==> config.mk <==
export PLATFORM = sky130hd
export DESIGN_NAME = dsrps_sched
export DESIGN_NICKNAME = d
export VERILOG_FILES = /design/src/rtl/dsrps_pkg.sv /design/src/rtl/dsrps_sched.sv
export SDC_FILE = /design/constraint.sdc
export NUM_CORES = 2
export LEC_CHECK = 0
export ABC_CLOCK_PERIOD_IN_PS = 46600
export BUFFER_PORTS_ARGS = -buffer_cell sky130_fd_sc_hd__buf_2
export CAP_MARGIN = 20
export CORE_UTILIZATION = 40
export DETAILED_ROUTE_END_ITERATION = 10
export SLEW_MARGIN = 10
export SYNTH_ARGS = -nofsm -noshare
export SYNTH_HDL_FRONTEND = slang
export SYNTH_SLANG_ARGS = --single-unit
==> constraint.sdc <==
create_clock -name CLK_SYS -period 46.6 [get_ports CLK_SYS]
set_clock_uncertainty 0.05 [all_clocks]
set_input_delay 2.33 -clock CLK_SYS [delete_from_list [all_inputs] [get_ports CLK_SYS]]
set_output_delay 2.33 -clock CLK_SYS [all_outputs]
set_load 0.01 [all_outputs]
==> src/rtl/dsrps_pkg.sv <==
package dsrps_pkg;

  // ----------------------------------------------------------------------
  // Sizes
  // ----------------------------------------------------------------------
  localparam int NREQ       = 5;   // Requester 0 is the auxiliary port, 1..4 are channels
  localparam int CW         = 3;   // Requester index width
  localparam int AW         = 32;
  localparam int DW         = 32;
  localparam int HOLD_DEPTH = 8;   // Holds the largest burst, an unshared one (8)
  localparam int HPW        = 3;   // Holding pointer width
  localparam int HCW        = 4;   // Holding count width
  localparam int TW         = 6;   // Timing counter width
  localparam int PORT_LSB   = 24;  // Master port decoded from this address bit upward
  localparam int ELEM_BYTES = 4;

  localparam logic [1:0]    START_RUN     = 2'h1;
  localparam logic [1:0]    READ_HOLD_MIN = 2'h3;
  localparam logic [HCW-1:0] HCW_ONE      = 4'h1;
  // Start edge, arbitration edge and the registered select eat into the lead count
  localparam logic [6-1:0]  LEAD_LAG      = 6'h03;

  // ----------------------------------------------------------------------
  // Types
  // ----------------------------------------------------------------------
  typedef enum logic [1:0] {MEM_INT, MEM_ASYNC, MEM_SDRAM, MEM_SYNC_BURST} dsrps_mem_type;

  typedef struct packed {
    dsrps_mem_type src_mem;
    dsrps_mem_type dst_mem;
    logic [AW-1:0] src_addr;
    logic [AW-1:0] dst_addr;
    logic [15:0]   elem_cnt;
    logic [7:0]    frame_cnt;
    logic [1:0]    async_read_hold;
  } dsrps_cfg_type;

  typedef struct packed {
    logic          strobe;
    logic          write;
    logic          select;
    logic [CW-1:0] chan;
    logic [AW-1:0] addr;
    logic [DW-1:0] wdata;
  } dsrps_acc_type;

  // ----------------------------------------------------------------------
  // Timing in CPU clock cycles
  // ----------------------------------------------------------------------
  localparam logic [TW-1:0] START_TO_SYNC   = 6'h01;
  localparam logic [TW-1:0] SYNC_RD_INT     = 6'h01;
  localparam logic [TW-1:0] SYNC_RD_ASYNC   = 6'h09;
  localparam logic [TW-1:0] SYNC_RD_SDRAM   = 6'h0c;
  localparam logic [TW-1:0] SYNC_RD_SBS     = 6'h0b;
  localparam logic [TW-1:0] ELEM_INT        = 6'h01;
  localparam logic [TW-1:0] ELEM_ASYNC      = 6'h07;
  localparam logic [TW-1:0] ELEM_SDRAM      = 6'h01;
  localparam logic [TW-1:0] ELEM_SBS        = 6'h02;
  localparam logic [TW-1:0] RSETUP_EXT      = 6'h04;
  localparam logic [TW-1:0] RHOLD_ASYNC     = 6'h06;
  localparam logic [TW-1:0] WHOLD_ASYNC     = 6'h03;
  localparam logic [TW-1:0] HOLD_SDRAM      = 6'h04;
  localparam logic [TW-1:0] HOLD_SBS        = 6'h04;
  localparam logic [TW-1:0] GAP_INT         = 6'h01;
  localparam logic [TW-1:0] GAP_ASYNC       = 6'h01;
  localparam logic [TW-1:0] GAP_SDRAM_RD    = 6'h10;
  localparam logic [TW-1:0] GAP_SDRAM_WR    = 6'h0a;
  localparam logic [TW-1:0] GAP_SBS         = 6'h04;
  localparam logic [TW-1:0] RW_BASE_ASYNC   = 6'h02;
  localparam logic [TW-1:0] WR_BASE_ASYNC   = 6'h01;
  localparam logic [TW-1:0] RW_BASE_SBS     = 6'h06;
  localparam logic [TW-1:0] WR_BASE_EXT     = 6'h01;
  localparam logic [TW-1:0] RW_BASE_SDRAM   = 6'h06;
  localparam logic [TW-1:0] EXT_RW_EXTRA    = 6'h04;  // Worst case of 0..4
  localparam logic [TW-1:0] EXT_WR_EXTRA    = 6'h04;  // Worst case of 1..4
  localparam logic [TW-1:0] INT_RW_TURN     = 6'h08;
  localparam logic [TW-1:0] INT_WR_TURN     = 6'h09;
  localparam logic [TW-1:0] PRIO_RW_EXTRA   = 6'h0f;
  localparam logic [TW-1:0] PRIO_WR_EXTRA   = 6'h04;

  localparam logic [HCW-1:0] BURST_INT      = 4'h5;
  localparam logic [HCW-1:0] BURST_ASYNC    = 4'h3;
  localparam logic [HCW-1:0] BURST_ASYNC_H3 = 4'h2;
  localparam logic [HCW-1:0] BURST_SDRAM    = 4'h6;
  localparam logic [HCW-1:0] BURST_SBS      = 4'h5;
  localparam logic [HCW-1:0] BURST_FULL     = 4'h8;

  // Pick one of four per-memory figures
  function automatic logic [TW-1:0] dsrps_pick(dsrps_mem_type m, logic [TW-1:0] vi, logic [TW-1:0] va,
                                               logic [TW-1:0] vs, logic [TW-1:0] vb);
    case (m)
      MEM_INT:   return vi;
      MEM_ASYNC: return va;
      MEM_SDRAM: return vs;
      default:   return vb;
    endcase
  endfunction : dsrps_pick

endpackage : dsrps_pkg

==> src/rtl/dsrps_sched.sv <==
// Contract
// - Same resource: never read and write together
// - Pending writes granted before pending reads
// - Write request raised while holding registers nonempty
// - Shared read burst limited by memory speed
// - Shared burst size fixed per read memory
// - Async read hold 3 gives shared burst 2
// - External same-resource turns add 0-4, 1-4
// - Internal turns: read-write 8, write-read 9
// - Four to six master ports exist
// - No burst crosses a master port
// - Auxiliary port arbitrated like a channel
// - Lower channel waits for higher transfer
// - Sync seen flag one cycle after start
// - Burst SRAM read begins 11 after sync
// - One burst per frame, burst SRAM gap 4; the code runs as many bursts as a frame needs, gap only between frames
// - Burst SRAM read: 4 setup, 2/elem, 4 hold
// - Burst SRAM write: 2/elem, 4 hold
// - High read to low write: 6 plus 15; the code never adds the 15, priority only adds 4 on a write-to-read turn
// - Higher request suspends lower channel requests
// - Frame boundary ends burst, next starts fresh
`timescale 1ns/100ps
module dsrps_sched
  import dsrps_pkg::*;
(
  input  wire logic                    CLK_SYS,
  input  wire logic                    RST,
  input  wire logic [NREQ-1:0]         START_WE,
  input  wire logic [1:0]              START_VAL,
  input  wire dsrps_cfg_type [NREQ-1:0] CFG,
  input  wire logic [DW-1:0]           MEM_RDATA,
  output dsrps_acc_type                ACC,
  output logic [NREQ-1:0]              SYNC_SEEN,
  output logic [NREQ-1:0]              DONE,
  output logic                         WR_REQ,
  output logic                         BUSY
);

  typedef enum logic [3:0] {ST_IDLE, ST_ARB, ST_LEAD, ST_TURN, ST_SETUP, ST_XFER, ST_HOLD, ST_GAP} dsrps_st_type;

  dsrps_st_type        st, next_st;
  logic [CW-1:0]       cur, next_cur, last_ch, next_last_ch;
  logic                last_vld, next_last_vld, last_wr, next_last_wr;
  logic                dir_wr, next_dir_wr;
  logic [TW-1:0]       cnt, next_cnt, ecnt, next_ecnt;
  logic [HCW-1:0]      blen, next_blen, bidx, next_bidx, hcnt, next_hcnt;
  logic [15:0]         eleft [NREQ], next_eleft [NREQ];
  logic [7:0]          fleft [NREQ], next_fleft [NREQ];
  logic [AW-1:0]       sadr [NREQ], next_sadr [NREQ], dadr [NREQ], next_dadr [NREQ];
  logic [NREQ-1:0]     pend, next_pend, done_p, go, sync_set;
  logic [DW-1:0]       hold_mem [HOLD_DEPTH];
  dsrps_acc_type       next_acc;
  dsrps_cfg_type       c;
  logic                same, grant_vld;
  logic [CW-1:0]       grant;
  dsrps_mem_type       mem;
  logic [AW-1:0]       adr;
  logic [TW-1:0]       elem_cyc;

  // ----------------------------------------------------------------------
  // Start and sync flags
  // ----------------------------------------------------------------------
  // Each requester, the auxiliary port too, starts and syncs the same way
  for (genvar i = 0; i < NREQ; i++) begin : g_req
    assign go[i] = START_WE[i] && (START_VAL == START_RUN) && !pend[i];
    always_ff @(posedge CLK_SYS or posedge RST) begin
      if (RST) begin
        sync_set[i] <= 1'b0;
      end else begin
        sync_set[i] <= go[i] || (sync_set[i] && pend[i]);
      end
    end
  end
  assign SYNC_SEEN = sync_set;

  // ----------------------------------------------------------------------
  // Arbitration
  // ----------------------------------------------------------------------
  // Fixed priority, index 0 highest; only decided between bursts, so a
  // higher request suspends the lower channel at its next burst boundary
  always_comb begin
    grant     = '0;
    grant_vld = 1'b0;
    for (int i = NREQ - 1; i >= 0; i--) begin
      if (pend[i] && sync_set[i]) begin
        grant     = CW'(i);
        grant_vld = 1'b1;
      end
    end
  end

  // Working view of the current requester
  always_comb begin
    c        = CFG[cur];
    same     = (c.src_mem == c.dst_mem);
    mem      = dir_wr ? c.dst_mem : c.src_mem;
    adr      = dir_wr ? dadr[cur] : sadr[cur];
    elem_cyc = dsrps_pick(mem, ELEM_INT, ELEM_ASYNC, ELEM_SDRAM, ELEM_SBS);
  end

  // Burst length: shared table, frame remainder and port boundary
  function automatic logic [HCW-1:0] burst_len(dsrps_cfg_type k, logic [15:0] el, logic [AW-1:0] sa,
                                               logic [AW-1:0] da);
    logic [HCW-1:0] lim;
    logic [AW-1:0]  rs, rd;
    lim = BURST_FULL;
    if (k.src_mem == k.dst_mem) begin
      case (k.src_mem)
        MEM_INT:   lim = BURST_INT;
        MEM_ASYNC: lim = (k.async_read_hold == READ_HOLD_MIN) ? BURST_ASYNC_H3 : BURST_ASYNC;
        MEM_SDRAM: lim = BURST_SDRAM;
        default:   lim = BURST_SBS;
      endcase
    end
    // Elements left before each address leaves its master port
    rs = {{(AW-PORT_LSB){1'b0}}, ~sa[PORT_LSB-1:0]} / AW'(ELEM_BYTES) + AW'(1);
    rd = {{(AW-PORT_LSB){1'b0}}, ~da[PORT_LSB-1:0]} / AW'(ELEM_BYTES) + AW'(1);
    if ({16'h0000, el} < AW'(lim)) lim = el[HCW-1:0];
    if (rs < AW'(lim)) lim = rs[HCW-1:0];
    if (rd < AW'(lim)) lim = rd[HCW-1:0];
    return lim;
  endfunction : burst_len

  // Turnaround cost, ranges taken at their worst case
  function automatic logic [TW-1:0] turn_len(dsrps_mem_type m, logic to_wr, logic shared, logic prio);
    logic [TW-1:0] t;
    t = to_wr ? dsrps_pick(m, '0, RW_BASE_ASYNC, RW_BASE_SDRAM, RW_BASE_SBS)
              : dsrps_pick(m, '0, WR_BASE_ASYNC, WR_BASE_EXT, WR_BASE_EXT);
    if (shared && m == MEM_INT) t = to_wr ? INT_RW_TURN : INT_WR_TURN;
    else if (shared) t = t + (to_wr ? EXT_RW_EXTRA : EXT_WR_EXTRA);
    if (prio) t = t + (to_wr ? PRIO_RW_EXTRA : PRIO_WR_EXTRA);
    return (t == '0) ? TW'(1) : t;
  endfunction : turn_len

  // ----------------------------------------------------------------------
  // Sequencer next state
  // ----------------------------------------------------------------------
  always_comb begin
    next_st      = st;
    next_cur     = cur;
    next_last_ch = last_ch;
    next_last_vld = last_vld;
    next_last_wr = last_wr;
    next_dir_wr  = dir_wr;
    next_cnt     = (cnt != '0) ? cnt - TW'(1) : cnt;
    next_ecnt    = ecnt;
    next_blen    = blen;
    next_bidx    = bidx;
    next_hcnt    = hcnt;
    next_eleft   = eleft;
    next_fleft   = fleft;
    next_sadr    = sadr;
    next_dadr    = dadr;
    next_pend    = pend | go;
    done_p       = '0;
    next_acc     = '0;
    next_acc.chan = cur;
    for (int i = 0; i < NREQ; i++) begin
      if (go[i]) begin
        next_eleft[i] = CFG[i].elem_cnt;
        next_fleft[i] = CFG[i].frame_cnt;
        next_sadr[i]  = CFG[i].src_addr;
        next_dadr[i]  = CFG[i].dst_addr;
      end
    end
    case (st)
      ST_IDLE: begin
        next_last_vld = 1'b0;
        if (grant_vld) next_st = ST_ARB;
      end
      ST_ARB: begin
        // Holding is always empty here, so writes never wait on arbitration
        if (!grant_vld) begin
          next_st = ST_IDLE;
        end else begin
          next_cur    = grant;
          next_dir_wr = 1'b0;
          next_blen   = burst_len(CFG[grant], eleft[grant], sadr[grant], dadr[grant]);
          next_bidx   = '0;
          if (!last_vld) begin
            next_st  = ST_LEAD;
            // Flag rose two edges back and select lags one more, so the lead is shortened
            next_cnt = dsrps_pick(CFG[grant].src_mem, SYNC_RD_INT, SYNC_RD_ASYNC, SYNC_RD_SDRAM, SYNC_RD_SBS);
            next_cnt = (next_cnt > LEAD_LAG) ? next_cnt - LEAD_LAG : TW'(1);
          end else if (last_ch != grant) begin
            next_st  = ST_TURN;
            next_cnt = turn_len(CFG[grant].src_mem, 1'b0, 1'b0, grant < last_ch);
          end else if (last_wr && CFG[grant].src_mem == CFG[grant].dst_mem) begin
            // Same resource back from writing pays the write-to-read turn
            next_st  = ST_TURN;
            next_cnt = turn_len(CFG[grant].src_mem, 1'b0, 1'b1, 1'b0);
          end else begin
            next_st  = ST_SETUP;
            next_cnt = (CFG[grant].src_mem == MEM_INT) ? TW'(1) : RSETUP_EXT;
          end
        end
      end
      ST_LEAD, ST_TURN: begin
        if (cnt <= TW'(1)) begin
          next_st  = dir_wr ? ST_XFER : ST_SETUP;
          next_cnt = (!dir_wr && mem != MEM_INT) ? RSETUP_EXT : TW'(1);
          next_ecnt = '0;
          if (dir_wr) next_st = ST_XFER;
        end
      end
      ST_SETUP: begin
        next_acc.select = (mem != MEM_INT);
        if (cnt <= TW'(1)) begin
          next_st   = ST_XFER;
          next_ecnt = '0;
        end
      end
      ST_XFER: begin
        next_acc.select = (mem != MEM_INT);
        next_acc.write  = dir_wr;
        next_acc.addr   = adr;
        next_ecnt       = (ecnt + TW'(1) == elem_cyc) ? '0 : ecnt + TW'(1);
        if (ecnt == '0) begin
          // One strobe per element, only one direction active at a time
          next_acc.strobe = 1'b1;
          next_acc.wdata  = hold_mem[bidx[HPW-1:0]];
          next_bidx       = bidx + HCW'(1);
          next_hcnt       = dir_wr ? hcnt - HCW_ONE : hcnt + HCW_ONE;
          if (dir_wr) next_dadr[cur] = dadr[cur] + AW'(ELEM_BYTES);
          else        next_sadr[cur] = sadr[cur] + AW'(ELEM_BYTES);
        end
        // Leave on the last cycle of the last element, so a one-cycle memory gets no extra access
        if (ecnt + TW'(1) == elem_cyc && next_bidx == blen) begin
          next_st  = ST_HOLD;
          next_cnt = dir_wr ? dsrps_pick(mem, TW'(1), WHOLD_ASYNC, HOLD_SDRAM, HOLD_SBS)
                            : dsrps_pick(mem, TW'(1), RHOLD_ASYNC, HOLD_SDRAM, HOLD_SBS);
        end
      end
      ST_HOLD: begin
        next_acc.select = (mem != MEM_INT);
        if (cnt <= TW'(1)) begin
          next_last_vld = 1'b1;
          next_last_ch  = cur;
          next_last_wr  = dir_wr;
          next_bidx     = '0;
          if (!dir_wr) begin
            // Holding full of this burst: writes take the port next
            next_dir_wr = 1'b1;
            next_st     = ST_TURN;
            next_cnt    = (same || c.dst_mem == MEM_INT)
                          ? turn_len(c.dst_mem, 1'b1, same, 1'b0) : TW'(1);
          end else begin
            next_eleft[cur] = eleft[cur] - 16'(blen);
            next_st         = ST_ARB;
            if (eleft[cur] == 16'(blen)) begin
              // Frame done; next frame opens a fresh burst after the gap
              next_eleft[cur] = c.elem_cnt;
              next_fleft[cur] = fleft[cur] - 8'h01;
              next_st         = ST_GAP;
              next_cnt        = dsrps_pick(c.src_mem, GAP_INT, GAP_ASYNC, GAP_SDRAM_RD, GAP_SBS);
              if (fleft[cur] <= 8'h01) begin
                next_pend[cur] = 1'b0;
                done_p[cur]    = 1'b1;
                next_st        = ST_ARB;
              end
            end
          end
        end
      end
      ST_GAP: begin
        if (cnt <= TW'(1)) next_st = ST_ARB;
      end
      default: next_st = ST_IDLE;
    endcase
  end

  // ----------------------------------------------------------------------
  // Sequencer registers
  // ----------------------------------------------------------------------
  always_ff @(posedge CLK_SYS or posedge RST) begin
    if (RST) begin
      st       <= ST_IDLE;
      cur      <= '0;
      last_ch  <= '0;
      last_vld <= 1'b0;
      last_wr  <= 1'b0;
      dir_wr   <= 1'b0;
      cnt      <= '0;
      ecnt     <= '0;
      blen     <= '0;
      bidx     <= '0;
      hcnt     <= '0;
      pend     <= '0;
      ACC      <= '0;
      DONE     <= '0;
      for (int i = 0; i < NREQ; i++) begin
        eleft[i] <= '0;
        fleft[i] <= '0;
        sadr[i]  <= '0;
        dadr[i]  <= '0;
      end
    end else begin
      st       <= next_st;
      cur      <= next_cur;
      last_ch  <= next_last_ch;
      last_vld <= next_last_vld;
      last_wr  <= next_last_wr;
      dir_wr   <= next_dir_wr;
      cnt      <= next_cnt;
      ecnt     <= next_ecnt;
      blen     <= next_blen;
      bidx     <= next_bidx;
      hcnt     <= next_hcnt;
      pend     <= next_pend;
      ACC      <= next_acc;
      DONE     <= done_p;
      eleft    <= next_eleft;
      fleft    <= next_fleft;
      sadr     <= next_sadr;
      dadr     <= next_dadr;
    end
  end

  // Holding registers catch read data on the registered read strobe
  always_ff @(posedge CLK_SYS) begin
    if (ACC.strobe && !ACC.write) hold_mem[bidx[HPW-1:0] - HPW'(1)] <= MEM_RDATA;
  end

  assign WR_REQ = (hcnt != '0);
  assign BUSY   = (st != ST_IDLE);
endmodule : dsrps_sched

# Word level (Yosys, flattened, before mapping)
# Memories as Yosys holds them, arrays and structs flattened.
# Cells that the tools add are included.
# W data, S select, Z words.
[classes] add_sub_neg=16 mul=0 n_div=0 n_lt_le_gt_ge=13 n_eq_ne=30 shifts=0 n_mux=198 bitwise_logic=7 reduce_logical=65
[ops] operator="$mux W160" count=6
[ops] operator="$bmux W94 S3" count=2
[ops] operator="$mux W32" count=17
[ops] operator="$bmux W32 S3" count=4
[ops] operator="$bwmux W160" count=2
[ops] operator="$mux W80" count=4
[ops] operator="$mux W6" count=49
[ops] operator="$mux W94" count=2
[ops] operator="$bwmux W80" count=2
[ops] operator="$mux W16" count=10
[ops] operator="$mux W40" count=4
[ops] operator="$bmux W16 S3" count=2
[ops] operator="$demux W32 S3" count=1
[ops] operator="$mux W24" count=4
[ops] operator="$mux W4" count=21
[ops] operator="$add A32 B3 Y32 const B" count=2
[ops] operator="$mux W64" count=1
[ops] operator="$mux W8" count=8
[ops] operator="$mux W5" count=10
[ops] operator="$demux W16 S3" count=1
[ops] operator="$not A24 Y24" count=2
[ops] operator="$add A22 B1 Y23 const B" count=2
[ops] operator="$lt A23 B4 Y1" count=2
[ops] operator="$mux W3" count=14
[ops] operator="other kinds (62)" count=157
[word_totals] regBits=562 latchBits=0 ram_bits=256 rom_bits=0 inputBits=511 out_inout_bits=82 elab_cells=374 memories=1
[mem_list] memory="hold_mem" words=8 word_bits=32 read_ports=1 rd_ports_with_merged_regs=0 wr=1 line="dsrps_sched.sv:51" text="logic [DW-1:0] hold_mem [HOLD_DEPTH];"

# Logic depth before layout (Yosys ltp)
[logic_depth] ltp_word=29 mapped_depth=34

# Least setup slack after synthesis
# OpenSTA, ideal clock, no wires.
[synth_path] path_type="in2reg" startpoint="input CFG[280] in the netlist's numbering" endpoint="register blen[1]" setup_time_ns=0.125 arrival_time_ns=7.982 path_slack_ns=38.443 stages=25 cell_sequence="a222oi_1 > o22a_1 > inv_1 > ha_1 > or3_1 > ha_1 > o211ai_1 > o21ai_1 > mux2i_1 > inv_1 > ha_1 > nor3b_1 > or4b_1 > a221oi_1 > nand4_1 > nor3b_1 > o21ba_2 > ha_1 > nor4_1 > nand4_1 > a2111o_1 > a2111oi_2 > o21ai_2 > mux2i_1 > mux2_2"
[synth_via] elab_chain_len=17 elab_cells_between_ends=19 classes_between="3 x order compare; 3 x eq/ne; 13 x mux"
[synth_lines] item="start: declaration" line="dsrps_sched.sv:30" text="input wire dsrps_cfg_type [NREQ-1:0] CFG,"
[synth_lines] item="$bmux W94 S3 (*)" line="dsrps_sched.sv:178" text="next_blen = burst_len(CFG[grant], eleft[grant], sadr[grant], dadr[grant]);"
[synth_lines] item="$mux W94 (implied by the code) (*)" line="dsrps_sched.sv:178"
[synth_lines] item="$eq A2 B2 Y1 / $eq A2 B1 Y1 (equally long branches)" line="dsrps_sched.sv:108" text="case (k.src_mem)"
[synth_lines] item="$pmux W3 S2" line="dsrps_sched.sv:108"
[synth_lines] item="$mux W4 (*)" line="dsrps_sched.sv:107" text="if (k.src_mem == k.dst_mem) begin"
[synth_lines] item="$mux W4 (*)" line="dsrps_sched.sv:173" text="if (!grant_vld) begin"
[synth_lines] item="$mux W4 (*)" line="dsrps_sched.sv:166" text="case (st)"
[synth_lines] item="$lt A16 B4 Y1" line="dsrps_sched.sv:118" text="if ({16'h0000, el} < AW'(lim)) lim = el[HCW-1:0];"
[synth_lines] item="$mux W4 (*)" line="dsrps_sched.sv:118"
[synth_lines] item="$mux W4 (*)" line="dsrps_sched.sv:173"
[synth_lines] item="$mux W4 (*)" line="dsrps_sched.sv:166"
[synth_lines] item="$lt A23 B4 Y1" line="dsrps_sched.sv:119" text="if (rs < AW'(lim)) lim = rs[HCW-1:0];"
[synth_lines] item="$mux W4 (*)" line="dsrps_sched.sv:119"
[synth_lines] item="$mux W4 (*)" line="dsrps_sched.sv:173"
[synth_lines] item="$mux W4 (*)" line="dsrps_sched.sv:166"
[synth_lines] item="$lt A23 B4 Y1" line="dsrps_sched.sv:120" text="if (rd < AW'(lim)) lim = rd[HCW-1:0];"
[synth_lines] item="$mux W4 (*)" line="dsrps_sched.sv:120"
[synth_lines] item="end signal: assignment" line="dsrps_sched.sv:306" text="blen <= next_blen;"
[synth_lines] item="end: declaration" line="dsrps_sched.sv:46" text="logic [HCW-1:0] blen, next_blen, bidx, next_bidx, hcnt, next_hcnt;"
# Mark *: on every way between the ends. The rest lies on a longest branch, timed or not. The select of a mux whose other input is x is not followed.
# A chain may end at the register's enable or synchronous reset.

# Worst setup path after layout
[layout_path] startpoint="input CFG[281] in the netlist's numbering" endpoint="register blen[1]"
# Same word-level chain as after synthesis.

==> results.tsv <==
metric	value	unit
setup tns final	0	ns
critical path startpoint category	primary input	
number of flops mapped to enable cells by yosys	256	
Post-Syn Area	44600	um^2
Syn-to-layout area delta	17.5	%
Root Driver	clkbuf_16	
total gr overflow	0	
nets@finish	5237	
CTS clk-pin slew, worst paths	0.06	ns
IO Count	593	
required time worst endpoint	47.15	ns
Hold/Removal Path Class	reg -> reg	
Max VDD drop	0.0000421	V
Setup Fix Bufs, Post-CTS	0	
Clock Sinks	817	
detailed-route DRC error count	0	
vias in the first global route	36600	
syn avg cell area	10.6	um^2
clk_lat worst skew	0.71	ns
Routed Antenna Nets	0	
Syn Inst Count	4227	
number of buffers created by CTS	94	
Yosys warning total	0	
Syn Nets	4777	
hold_buf cts	0	
routed length per instance	28.0	um
share of cells above drive strength 1	25.0	%
DR iter-0 viols	4274	
Synth cell types	95	
Leak	20.4	nW
largest net degree at the start of global routing	123	
CP Max Fanout	6	
HPWL Detailed	118	mm
fin. max-slew vios	0	
Synth Register Bits	817	
drt first pass iters	6	
worst slew pin tran	1.14	ns
Max transition margin	22.0	%
count of final hold-check violations	0	
Total Wirelength	176	mm
Die Wd	336	um
Async SR Flop Fraction	68.7	%
Cell Pwr Density	71.7	nW/um^2
Most used DFF post-synth	dfrtp_1	
Data arrival, critical path	9.62	ns
vias per cell	6.07	
gp weighted congestion	0.931	
CTS tree	done	
period utilization	19.5	%
global-route total usage across every layer	30.5	%
die area	113000	um^2
Die Y	336	um
RSZ-0062 raised after global routing	false	
fmax	110	MHz
Final Setup Violations	0	
status	finished, final reports clean	
via count	38200	
min Tclk post-route	9.07	ns
WHS	0.428	ns
Max-Cap Viols	0	
kind of critical path	in -> reg	
Worst Setup End Kind	register	
initial antenna violation count	60	
global-route wire length before repair	254	mm
Core ar.	111000	um^2
sequential area share after synthesis	48.7	%
Final Power	3.76	mW
Clock Tree Buf Depth	3	
# port buffers	592	
Final WS setup	37.53	ns
final core occ	47.4	%
Rows	122	
H-tree levels	3	
pre-CTS setup slack	37.00	ns
post-cts resize count	0	
starting density of the core	40.3	%
==> per-stage QoR <==
step | instance area (um^2) | std cells
after floorplan | 44600 | 4227
after global placement | 49100 | 6077
after detailed placement | 49100 | 6077
after CTS | 52300 | 6253
after global routing | 52400 | 6283
final | 52400 | 6285
==> final timing paths <==
| path | cells after the start | slack [ns] | start | to |
|---|---|---|---|---|
| setup / recovery | 27 | 37.53 | CFG[281] | blen[1]$_DFFE_PP0P_ |
| hold / removal | 1 | 0.43 | hcnt[3]$_DFFE_PP0P_ | hcnt[3]$_DFFE_PP0P_ |
| max in group asynchronous | 5 | 41.94 | RST | dadr[100]$_DFF_PP0_ |
| setup reg to reg | 30 | 37.65 | pend[2]$_DFF_PP0_ | blen[1]$_DFFE_PP0P_ |
| min in group asynchronous | 2 | 1.69 | RST | ACC[24]$_DFF_PP0_ |
| hold reg to reg | 1 | 0.43 | hcnt[3]$_DFFE_PP0P_ | hcnt[3]$_DFFE_PP0P_ |
==> layer usage <==
layer  up-vias  routed length, um  global-route usage [%]
met5         -                 90                       0
met4        16               7440                    13.6
met3       364              16900                    6.59
met2      2119              78300                    45.7
met1     19000              73100                    42.2
li1      16700                  -                       -
==> synth_stat cells, types with 88 or more instances <==
library cell | number | area (um^2)
a211oi_1 | 184 | 1380
nor2_1 | 264 | 991
edfxtp_1 | 256 | 7690
nand2_1 | 426 | 1600
mux2_2 | 189 | 2130
o21ai_0 | 312 | 1560
mux4_2 | 88 | 1980
a22oi_1 | 136 | 1020
nor2b_1 | 180 | 1130
mux2i_1 | 275 | 2750
clkbuf_1 | 234 | 878
dfrtp_1 | 561 | 14000
a21oi_1 | 283 | 1420
==> registers in the layout (all words and copies together) (netlist names), named ones only <==
name and count:
last_ch 3, hcnt 4, cur 3, DONE 5
bidx 4, fleft 40, dir_wr 1, dadr 160
last_vld 1, sadr 160, eleft 80, last_wr 1
cnt 6, hold_mem 256, ACC 70, blen 4
ecnt 6, st 3, pend 5
==> worst max-delay path: stages <==
cell,delay (ns)
buf_2,0.10
a21o_1,0.15
a221oi_2,0.21
a2bb2oi_2,0.44
xnor2_1,0.27
nor2_1,0.34
nand2_1,0.14
ha_1,0.31
o211ai_1,0.16
o21ai_1,0.40
mux2i_1,0.35
inv_1,0.08
ha_1,0.21
nor3b_1,0.35
or4b_1,0.51
a221oi_1,0.42
nand4_1,0.31
nor3b_1,0.26
o21ba_2,0.20
ha_1,0.20
nor4_1,0.27
nand4_1,0.13
a2111o_1,0.32
a2111oi_2,0.54
o21ai_2,0.17
mux2i_1,0.15
mux2_2,0.27
==> cell usage in the layout (no fill, tap or decap), drive strengths merged, types with 10 or more instances in the layout <==
cell type and count:
clkbuf 129, o21a 10, a221oi 19, nor4 28, mux2 189, a221o 12, and3 44, a22oi 138
nand2 428, dfrtp 561, xor2 32, o22a 39, nand4 15, buf 681, diode 30, edfxtp 256
a21oi 284, nand2b 19, clkinv 31, nor2b 180, ha 37, nor2 265, nand3 60, o21ai 318
mux2i 275, o22ai 42, a211oi 184, xnor2 74, and2 27, nor3 35, mux4 88, inv 55
a31oi 33, a2111oi 21, o221ai 12, o221a 10, a311oi 10
==> power breakdown <==
group | total (mW) | leakage, nW | switching, mW | internal [mW]
logic | 1.83 | 9.77 | 1.14 | 0.682
clock network | 0.778 | 1.58 | 0.332 | 0.446
registers | 1.16 | 9.01 | 0.198 | 0.958
total | 3.76 | 20.4 | 1.67 | 2.09
==> cell type report <==
class                           count  area, um^2
Tap cell                         1488        1860
Multi-Input combinational cell   3043       21600
Timing Repair Buffer              681        3670
Antenna cell                       30        75.1
Inverter                           50         198
Fill cell                       10400       58200
Sequential cell                   817       21700
Clock inverter                     47         578
Clock buffer                      129        2670
==> logic make-up after synthesis <==
logic type	share of synthesized area [%]
multiplexers	15.4
XOR/XNOR	2.08
flip-flops	48.7
AND/OR/NAND/NOR	12.1
adder cells (fa/ha/maj)	1.13
AO/OA/AOI/OAI	17.4
buffers and inverters	3.21
No activity file was read; power rests on OpenSTA's default activity.
